<file path="src/pkg/opc_defines.svh">
/*
 * Timing counts and widths for the one-time-programmable ROM host controller.
 * Assumes a 50 MHz system clock; included by bare name.
 */
`ifndef OPC_DEFINES_SVH
`define OPC_DEFINES_SVH

// ****************************************************************
// Clock and pin timing
// ****************************************************************
`define OPC_CLK_MHZ 50
`define OPC_ACC_NS 90
`define OPC_ACC_CYC ((`OPC_ACC_NS * `OPC_CLK_MHZ + 999) / 1000)
`define OPC_SETUP_US 2
`define OPC_SETUP_CYC (`OPC_SETUP_US * `OPC_CLK_MHZ)
`define OPC_PULSE_US 50
`define OPC_PULSE_CYC (`OPC_PULSE_US * `OPC_CLK_MHZ)
`define OPC_FLOAT_NS 130
`define OPC_FLOAT_CYC ((`OPC_FLOAT_NS * `OPC_CLK_MHZ + 999) / 1000)
`define OPC_MAX_RETRY 10

// ****************************************************************
// Sizes
// ****************************************************************
`define OPC_WORD_AW 18
`define OPC_BYTE_AW 19
`define OPC_DW 16
`define OPC_ID_LINE 9

`endif

</file>
<file path="src/pkg/opc_pkg.sv">
/*
 * Types for the ROM host controller.
 * Assumes nothing beyond the defines header.
 */
package opc_pkg;
    // Host commands
    typedef enum logic [2:0] {
        OPC_CMD_READ_WORD = 3'h0,
        OPC_CMD_READ_BYTE = 3'h1,
        OPC_CMD_READ_ID = 3'h2,
        OPC_CMD_PROGRAM = 3'h3,
        OPC_CMD_CHECK = 3'h4
    } opc_cmd_type;

    // Sequencer states
    typedef enum logic [3:0] {
        OPC_ST_IDLE = 4'h0,
        OPC_ST_SETUP = 4'h1,
        OPC_ST_ACCESS = 4'h2,
        OPC_ST_FLOAT = 4'h3,
        OPC_ST_PULSE = 4'h4,
        OPC_ST_HOLD = 4'h5,
        OPC_ST_VERIFY = 4'h6,
        OPC_ST_DONE = 4'h7
    } opc_state_type;
endpackage : opc_pkg

</file>
<file path="src/logic/opc_sync.sv">
/*
 * Two-flop synchroniser bank for the data lanes coming back from the ROM.
 * Assumes the lanes are asynchronous to clock_i.
 */
`timescale 1ns/1ps
`default_nettype none
module opc_sync #(
    parameter int WIDTH = 16
) (
    input wire logic clock_i,
    input wire logic rst_b_i,
    input wire logic [WIDTH-1:0] async_i,
    output logic [WIDTH-1:0] sync_o
);
    logic [WIDTH-1:0] stage1;

    // First stage feeds only the second stage
    always_ff @(posedge clock_i or negedge rst_b_i) begin
        if (!rst_b_i) begin
            stage1 <= '0;
            sync_o <= '0;
        end else begin
            stage1 <= async_i;
            sync_o <= stage1;
        end
    end
endmodule : opc_sync
`default_nettype wire

</file>
<file path="src/logic/opc_host.sv">
/*
 * Host-side controller for a 4-Mbit one-time-programmable ROM: word, byte and
 * identification reads, and the programming pulse with verify and retries.
 * Assumes the board converts the level requests (program supply, id voltage)
 * into the real high voltages and joins the output enables to the ROM pins.
 */
// How it works
// - Word read: both controls low, width high
// - Program: supply high, enable high, pulse select
// - Id read: id voltage on line nine
// - Id read: others low, line zero picks
// - Supply tied to core outside programming
// - Every pulse of 50 us, verify after each
// - Up to ten retries, then fail
`timescale 1ns/1ps
`default_nettype none
`include "opc_defines.svh"
module opc_host #(
    parameter int ACC_CYC = `OPC_ACC_CYC,
    parameter int SETUP_CYC = `OPC_SETUP_CYC,
    parameter int PULSE_CYC = `OPC_PULSE_CYC,
    parameter int FLOAT_CYC = `OPC_FLOAT_CYC,
    parameter int MAX_RETRY = `OPC_MAX_RETRY
) (
    input wire logic clock_i,
    input wire logic rst_b_i,
    input wire logic req_i,
    input wire opc_pkg::opc_cmd_type cmd_i,
    input wire logic [`OPC_BYTE_AW-1:0] addr_i,
    input wire logic [`OPC_DW-1:0] wdata_i,
    output logic busy_o,
    output logic done_o,
    output logic fail_o,
    output logic [`OPC_DW-1:0] rdata_o,
    output logic [`OPC_WORD_AW-1:0] rom_addr_o,
    output logic rom_cs_b_o,
    output logic rom_oe_b_o,
    output logic rom_width_o,
    output logic rom_vpp_o,
    output logic rom_id_hv_o,
    output logic [`OPC_DW-1:0] rom_data_o,
    output logic [`OPC_DW-1:0] rom_data_oe_b_o,
    input wire logic [`OPC_DW-1:0] rom_data_i
);
    // ************************************************************
    // State
    // ************************************************************
    opc_pkg::opc_state_type state;
    opc_pkg::opc_cmd_type cmd;
    logic [`OPC_BYTE_AW-1:0] addr;
    logic [`OPC_DW-1:0] wdata;
    logic [15:0] count;
    logic [3:0] retry;
    logic [`OPC_DW-1:0] lanes;

    opc_sync #(
        .WIDTH(`OPC_DW)
    ) u_sync (
        .clock_i(clock_i),
        .rst_b_i(rst_b_i),
        .async_i(rom_data_i),
        .sync_o(lanes)
    );

    // Count loads for the access, float and verify phases; sync latency is added to each
    function automatic logic [15:0] phase_len(input int cyc);
        phase_len = 16'(cyc + 2);
    endfunction : phase_len

    function automatic logic is_prog(input opc_pkg::opc_cmd_type c);
        is_prog = (c == opc_pkg::OPC_CMD_PROGRAM) || (c == opc_pkg::OPC_CMD_CHECK);
    endfunction : is_prog

    // ************************************************************
    // Sequencer
    // ************************************************************
    // Program keeps going until verify matches or retries run out
    always_ff @(posedge clock_i or negedge rst_b_i) begin
        if (!rst_b_i) begin
            state <= opc_pkg::OPC_ST_IDLE;
            cmd <= opc_pkg::OPC_CMD_READ_WORD;
            addr <= '0;
            wdata <= '0;
            count <= 16'h0000;
            retry <= 4'h0;
        end else begin
            case (state)
                opc_pkg::OPC_ST_IDLE: begin
                    if (req_i) begin
                        cmd <= cmd_i;
                        addr <= addr_i;
                        wdata <= wdata_i;
                        retry <= 4'h0;
                        count <= is_prog(cmd_i) ? 16'(SETUP_CYC) : phase_len(ACC_CYC);
                        state <= is_prog(cmd_i) ? opc_pkg::OPC_ST_SETUP : opc_pkg::OPC_ST_ACCESS;
                    end
                end
                opc_pkg::OPC_ST_SETUP: begin
                    // Supply, address and data settle before the pulse
                    if (count <= 16'h0001) begin
                        // Check skips the pulse, so it waits only the float time
                        count <= (cmd == opc_pkg::OPC_CMD_CHECK) ? phase_len(FLOAT_CYC) : 16'(PULSE_CYC);
                        state <= (cmd == opc_pkg::OPC_CMD_CHECK) ? opc_pkg::OPC_ST_FLOAT
                                                                  : opc_pkg::OPC_ST_PULSE;
                    end else begin
                        count <= count - 16'h0001;
                    end
                end
                opc_pkg::OPC_ST_PULSE: begin
                    if (count <= 16'h0001) begin
                        count <= 16'(SETUP_CYC);
                        state <= opc_pkg::OPC_ST_HOLD;
                    end else begin
                        count <= count - 16'h0001;
                    end
                end
                opc_pkg::OPC_ST_HOLD: begin
                    // Data hold after the pulse, then release the data lanes
                    if (count <= 16'h0001) begin
                        count <= phase_len(FLOAT_CYC);
                        state <= opc_pkg::OPC_ST_FLOAT;
                    end else begin
                        count <= count - 16'h0001;
                    end
                end
                opc_pkg::OPC_ST_FLOAT: begin
                    // Lanes floated, wait before enabling the ROM drive
                    if (count <= 16'h0001) begin
                        count <= phase_len(ACC_CYC + FLOAT_CYC);
                        state <= opc_pkg::OPC_ST_VERIFY;
                    end else begin
                        count <= count - 16'h0001;
                    end
                end
                opc_pkg::OPC_ST_VERIFY: begin
                    if (count <= 16'h0001) begin
                        if (lanes == wdata || cmd == opc_pkg::OPC_CMD_CHECK) begin
                            state <= opc_pkg::OPC_ST_DONE;
                        end else if (retry >= 4'(MAX_RETRY)) begin
                            state <= opc_pkg::OPC_ST_DONE;
                        end else begin
                            retry <= retry + 4'h1;
                            count <= 16'(SETUP_CYC);
                            state <= opc_pkg::OPC_ST_SETUP;
                        end
                    end else begin
                        count <= count - 16'h0001;
                    end
                end
                opc_pkg::OPC_ST_ACCESS: begin
                    if (count <= 16'h0001) begin
                        state <= opc_pkg::OPC_ST_DONE;
                    end else begin
                        count <= count - 16'h0001;
                    end
                end
                opc_pkg::OPC_ST_DONE: begin
                    state <= opc_pkg::OPC_ST_IDLE;
                end
                default: begin
                    state <= opc_pkg::OPC_ST_IDLE;
                end
            endcase
        end
    end

    // ************************************************************
    // Pin drive
    // ************************************************************
    // Controls come from flops; select and drive enable move separately
    always_ff @(posedge clock_i or negedge rst_b_i) begin
        if (!rst_b_i) begin
            rom_cs_b_o <= 1'b1;
            rom_oe_b_o <= 1'b1;
            rom_width_o <= 1'b1;
            rom_vpp_o <= 1'b0;
            rom_id_hv_o <= 1'b0;
            rom_addr_o <= '0;
        end else begin
            // Supply raised only while programming or checking
            rom_vpp_o <= is_prog(cmd) && state != opc_pkg::OPC_ST_IDLE && state != opc_pkg::OPC_ST_DONE;
            // Select low for reads and for the program pulse only
            rom_cs_b_o <= !(state == opc_pkg::OPC_ST_ACCESS || state == opc_pkg::OPC_ST_PULSE);
            // Drive enable low only for reads and verify
            rom_oe_b_o <= !(state == opc_pkg::OPC_ST_ACCESS || state == opc_pkg::OPC_ST_VERIFY);
            // Width low only for byte reads
            rom_width_o <= !(state == opc_pkg::OPC_ST_ACCESS && cmd == opc_pkg::OPC_CMD_READ_BYTE);
            rom_id_hv_o <= state == opc_pkg::OPC_ST_ACCESS && cmd == opc_pkg::OPC_CMD_READ_ID;
            if (state == opc_pkg::OPC_ST_ACCESS && cmd == opc_pkg::OPC_CMD_READ_ID) begin
                // Only line zero may be high, line nine set to id level
                rom_addr_o <= {{(`OPC_WORD_AW-1){1'b0}}, addr[0]};
            end else if (state == opc_pkg::OPC_ST_ACCESS && cmd == opc_pkg::OPC_CMD_READ_BYTE) begin
                rom_addr_o <= addr[`OPC_BYTE_AW-1:1];
            end else if (state != opc_pkg::OPC_ST_IDLE && state != opc_pkg::OPC_ST_DONE) begin
                rom_addr_o <= addr[`OPC_WORD_AW-1:0];
            end
        end
    end

    // Data lanes: host drives during program, top lane carries half-select in byte reads
    always_ff @(posedge clock_i or negedge rst_b_i) begin
        if (!rst_b_i) begin
            rom_data_o <= 16'h0000;
            rom_data_oe_b_o <= 16'hFFFF;
        end else begin
            rom_data_o <= 16'h0000;
            rom_data_oe_b_o <= 16'hFFFF;
            if (is_prog(cmd) && cmd == opc_pkg::OPC_CMD_PROGRAM &&
                (state == opc_pkg::OPC_ST_SETUP || state == opc_pkg::OPC_ST_PULSE ||
                 state == opc_pkg::OPC_ST_HOLD)) begin
                rom_data_o <= wdata;
                rom_data_oe_b_o <= 16'h0000;
            end else if (state == opc_pkg::OPC_ST_ACCESS && cmd == opc_pkg::OPC_CMD_READ_BYTE) begin
                rom_data_o <= {addr[0], 15'h0000};
                rom_data_oe_b_o <= 16'h7FFF;
            end
        end
    end

    // ************************************************************
    // Answer to the user side
    // ************************************************************
    // Byte reads keep the low eight lanes only: lanes eight to fourteen float, top lane carries half-select
    always_ff @(posedge clock_i or negedge rst_b_i) begin
        if (!rst_b_i) begin
            busy_o <= 1'b0;
            done_o <= 1'b0;
            fail_o <= 1'b0;
            rdata_o <= 16'h0000;
        end else begin
            busy_o <= state != opc_pkg::OPC_ST_IDLE || req_i;
            done_o <= state == opc_pkg::OPC_ST_DONE;
            if (state == opc_pkg::OPC_ST_ACCESS && count <= 16'h0001) begin
                rdata_o <= (cmd == opc_pkg::OPC_CMD_READ_BYTE) ? {8'h00, lanes[7:0]} : lanes;
                fail_o <= 1'b0;
            end else if (state == opc_pkg::OPC_ST_VERIFY && count <= 16'h0001) begin
                rdata_o <= lanes;
                fail_o <= lanes != wdata && (cmd == opc_pkg::OPC_CMD_CHECK || retry >= 4'(MAX_RETRY));
            end
        end
    end
endmodule : opc_host
`default_nettype wire

</file>
<file path="config.mk">
export PLATFORM = sky130hd
export DESIGN_NAME = opc_host
export DESIGN_NICKNAME = d
export VERILOG_FILES = /design/src/pkg/opc_pkg.sv /design/src/logic/opc_sync.sv /design/src/logic/opc_host.sv
export VERILOG_INCLUDE_DIRS = /design/src /design/src/pkg
export SDC_FILE = /design/constraint.sdc
export NUM_CORES = 1
export LEC_CHECK = 0
export CAP_MARGIN = 20
export CELL_PAD_IN_SITES_DETAIL_PLACEMENT = 0
export CELL_PAD_IN_SITES_GLOBAL_PLACEMENT = 1
export CORE_ASPECT_RATIO = 1.2
export CORE_MARGIN = 10
export CORE_UTILIZATION = 50
export DETAILED_ROUTE_END_ITERATION = 12
export DONT_BUFFER_PORTS = 1
export PLACE_DENSITY_LB_ADDON = 0.1
export SYNTH_ARGS = -nofsm -noshare
export SYNTH_HDL_FRONTEND = slang
export SYNTH_SLANG_ARGS = --single-unit
export TNS_END_PERCENT = 30
</file>
<file path="constraint.sdc">
create_clock -name clock_i -period 3.34 [get_ports clock_i]
set_clock_uncertainty 0.15 [all_clocks]
set_input_delay 0.334 -clock clock_i [delete_from_list [all_inputs] [get_ports clock_i]]
set_output_delay 0.334 -clock clock_i [all_outputs]
set_load 0.02 [all_outputs]
</file>
==> qor.yml <==
status: "complete, but fails checks"
failed_checks: "negative hold slack"
cap_violations: 0
core_region_area_mm2: 0.0132
grtUsageTotal_pct: 18.0
total_power_uw: 3750
cts_root_buffer: "clkbuf_16"
numCtsBuffers: 17
ir_worst_vdd_mv: 0.450
cts_tree: "built"
worst_slack_ns: 0.586
mostFrequentLayoutCells: "148 x dfrtp_1, 77 x nand2_1, 55 x dlygate4sd3_1, 38 x mux2_2, 29 x nor2_1"
power_density_mw_per_mm2: 472
max_stage_delay_ns: 0.45
drtIter0Drc: 336
yosysTopAreaCell: "dfrtp_1"
routed_wl_um: 16500
dr_total_vias: 4608
grt_max_degree: 154
min_period_ns: 2.75
crit_fanout: 13
startpoint_type: "flip-flop"
slew_headroom_pct: 46.0
fp.dieW_um: 126
critPathKind: "flip-flop to flip-flop"
hold_viol: 153
synth_cell_types: 67
num_antenna_cells: 0
clk_path_buf_depth: 2
synth_top_area_share_pct: 55.0
ant_nets: 0
ctsHtreeMaxLevel: 4
boundaryPins: 131
start_util_pct: 51.0
num_rows: 46
place_ws_ns: 0.593
drc: 0
grt_first_pass_wirelength_um: 26700
clkTransAtPathRegs_ns: 0.06
cts-hold-fix-buffers: 55
wl_per_cell_um: 20.1
fill_cells: 1080
viasPerCell: 5.61
cts_sinks: 153
drive_gt1_share_pct: 18.3
nets: 702
setup_tns_ns: 0
worstSkewPairLatency_ns: 0.43
drv_slew: 0
cp.arrival_ns: 2.91
worstPathRequired_ns: 3.49
area_delta_synth_final_pct: 18.1
fin_util_pct: 60.3
leakagePower_uw: 0.00378
syn_inst: 592
synth_edf_count: 0
setup_viol: 0
hold_slack_ns: -0.543
max_freq_mhz: 363
ctsResizeCount: 0
ys_seq_elements: 153
io_buffers: 0
hold_class: "primary input to async pin"
cp_cell_sequence: "inv_1 -> ha_1 -> o2111a_1 -> nand2_2 -> a2111oi_4 -> or2_1 -> mux2_1"
dieArea_mm2: 0.0185
slowest_stage: "dfrtp_1"
dp_hpwl_um: 11400
syn-cell-area_mm2: 0.00673
synth_warnings: 0
end_kind: "flip-flop"
antenna_found_initial: 0
gp_congestion: 0.848
synth_top_cells_by_area: "dfrtp_1 55%, mux2_2 6.4%, nand2_1 4.4%, mux2i_1 2.7%, xor2_1 2.5%"
grt_overflow: 0
dr.pass1.iters: 5
yosysSeqAreaShare_pct: 57.0
ys.flop_type: "dfrtp_1"
synthArstFlopShare_pct: 100
worst_slew_pin_slew_ns: 0.816
fp.dieH_um: 147
rsz0062_at_grt: "false"
grt_pass1_vias: 4807
finalCritPeriodShare_pct: 82.5
synth_fp_nets: 653
multi_input_area_mm2: 0.00259
register_area_mm2: 0.00383
layout_commonest_cell: "dfrtp_1"
syn_area_per_cell_um2: 11.4
layout make-up:
| class | count | share of cell area [%] |
|---|---|---|
| repair buffers | 73 | 8.63 |
| well taps | 168 | 2.65 |
| flip-flops and latches | 153 | 48.3 |
| multi-input cells | 380 | 32.6 |
| clock buffers | 19 | 5.70 |
| inverters | 16 | 0.756 |
| clock inverters | 13 | 1.37 |
where the power goes:
| group | total, uW | switching (uW) | internal (uW) |
|---|---|---|---|
| logic | 71.4 | 20.2 | 51.3 |
| registers | 1880 | 9.74 | 1870 |
| clock network | 1800 | 791 | 1010 |
| total | 3750 | 821 | 2930 |
stage by stage:
| stage | cell area, um^2 | std cells |
|---|---|---|
| 6_report | 7950 | 822 |
| 5_1_grt | 7950 | 822 |
| 4_1_cts | 7950 | 822 |
| 3_5_place_dp | 6830 | 735 |
| 3_3_place_gp | 6830 | 735 |
| 2_1_floorplan | 6730 | 592 |
sequential cells by signal, indices dropped and copies added (netlist names):
| name | cells |
|---|---|
| addr | 19 |
| busy_o | 1 |
| cmd | 3 |
| count | 16 |
| done_o | 1 |
| fail_o | 1 |
| rdata_o | 16 |
| retry | 4 |
| rom_addr_o | 18 |
| rom_cs_b_o | 1 |
| rom_data_o | 16 |
| rom_data_oe_b_o | 2 |
| rom_id_hv_o | 1 |
| rom_oe_b_o | 1 |
| rom_vpp_o | 1 |
| rom_width_o | 1 |
| state | 3 |
| u_sync.stage1 | 16 |
| u_sync.sync_o | 16 |
| wdata | 16 |
path summary, 6_finish.rpt:
kind | start | cells past startpoint | to | slack (ns)
worst min register to register | u_sync.stage1[5]$_DFF_PN0_ | 0 | u_sync.sync_o[5]$_DFF_PN0_ | 0.20
min in group clock_i | req_i | 3 | state[1]$_DFFE_PN0P_ | 0.04
worst min-delay path | rst_b_i | 0 | count[2]$_DFFE_PN0P_ | -0.54
worst max-delay path | count[0]$_DFFE_PN0P_ | 7 | count[0]$_DFFE_PN0P_ | 0.59
max in group asynchronous | rst_b_i | 0 | rom_width_o$_DFF_PN1_ | 3.24
worst max register to register | count[0]$_DFFE_PN0P_ | 7 | count[0]$_DFFE_PN0P_ | 0.59
Yosys cell counts (all sizes together), types with 3 or more instances:
master	n
clkbuf	15
o31ai	16
nand2b	4
xor2	19
dfstp	5
o211ai	5
inv	16
a22o	3
nor2	33
nand3	17
dfrtp	148
nor3	22
a31oi	4
a21oi	13
nor4	9
mux2	41
o32ai	3
o21ai	29
mux2i	18
o22ai	3
a22oi	3
o41ai	5
nand2	79
and2	16
a221oi	4
ha	4
buf	28
or4	4
timing repair:
action / 4_1_cts / 5_1_grt
buffers inserted: 0 / 0
endpoints found under the setup margin: 0 / 0
hold endpoints to repair: 208 / 153
logic make-up after synthesis:
group | Yosys count | synth area share, %
flops | 153 | 57.0
buf+inv | 59 | 4.56
simple gates | 197 | 14.7
compound gates | 101 | 10.9
xor+xnor | 19 | 2.47
mux | 59 | 9.60
fa+ha+maj | 4 | 0.744
routing by layer:
layer  track usage (%)  part of all wire [%]  up-vias
met5                 0                     0        -
met1              21.8                    41     2298
met3              6.84                   7.0       12
li1                  -                     -     2175
met4              5.99                  0.91        0
met2              28.8                    51      123
worst max-delay path, delay by kind of cell, from the launching register on:
kind / cells / cell delay (ns)
compound gates: 2 / 0.60
fa+ha+maj: 1 / 0.28
buf+inv: 1 / 0.11
flops: 1 / 0.45
mux: 1 / 0.37
simple gates: 2 / 0.66
Power figures use the tool's default switching activity.
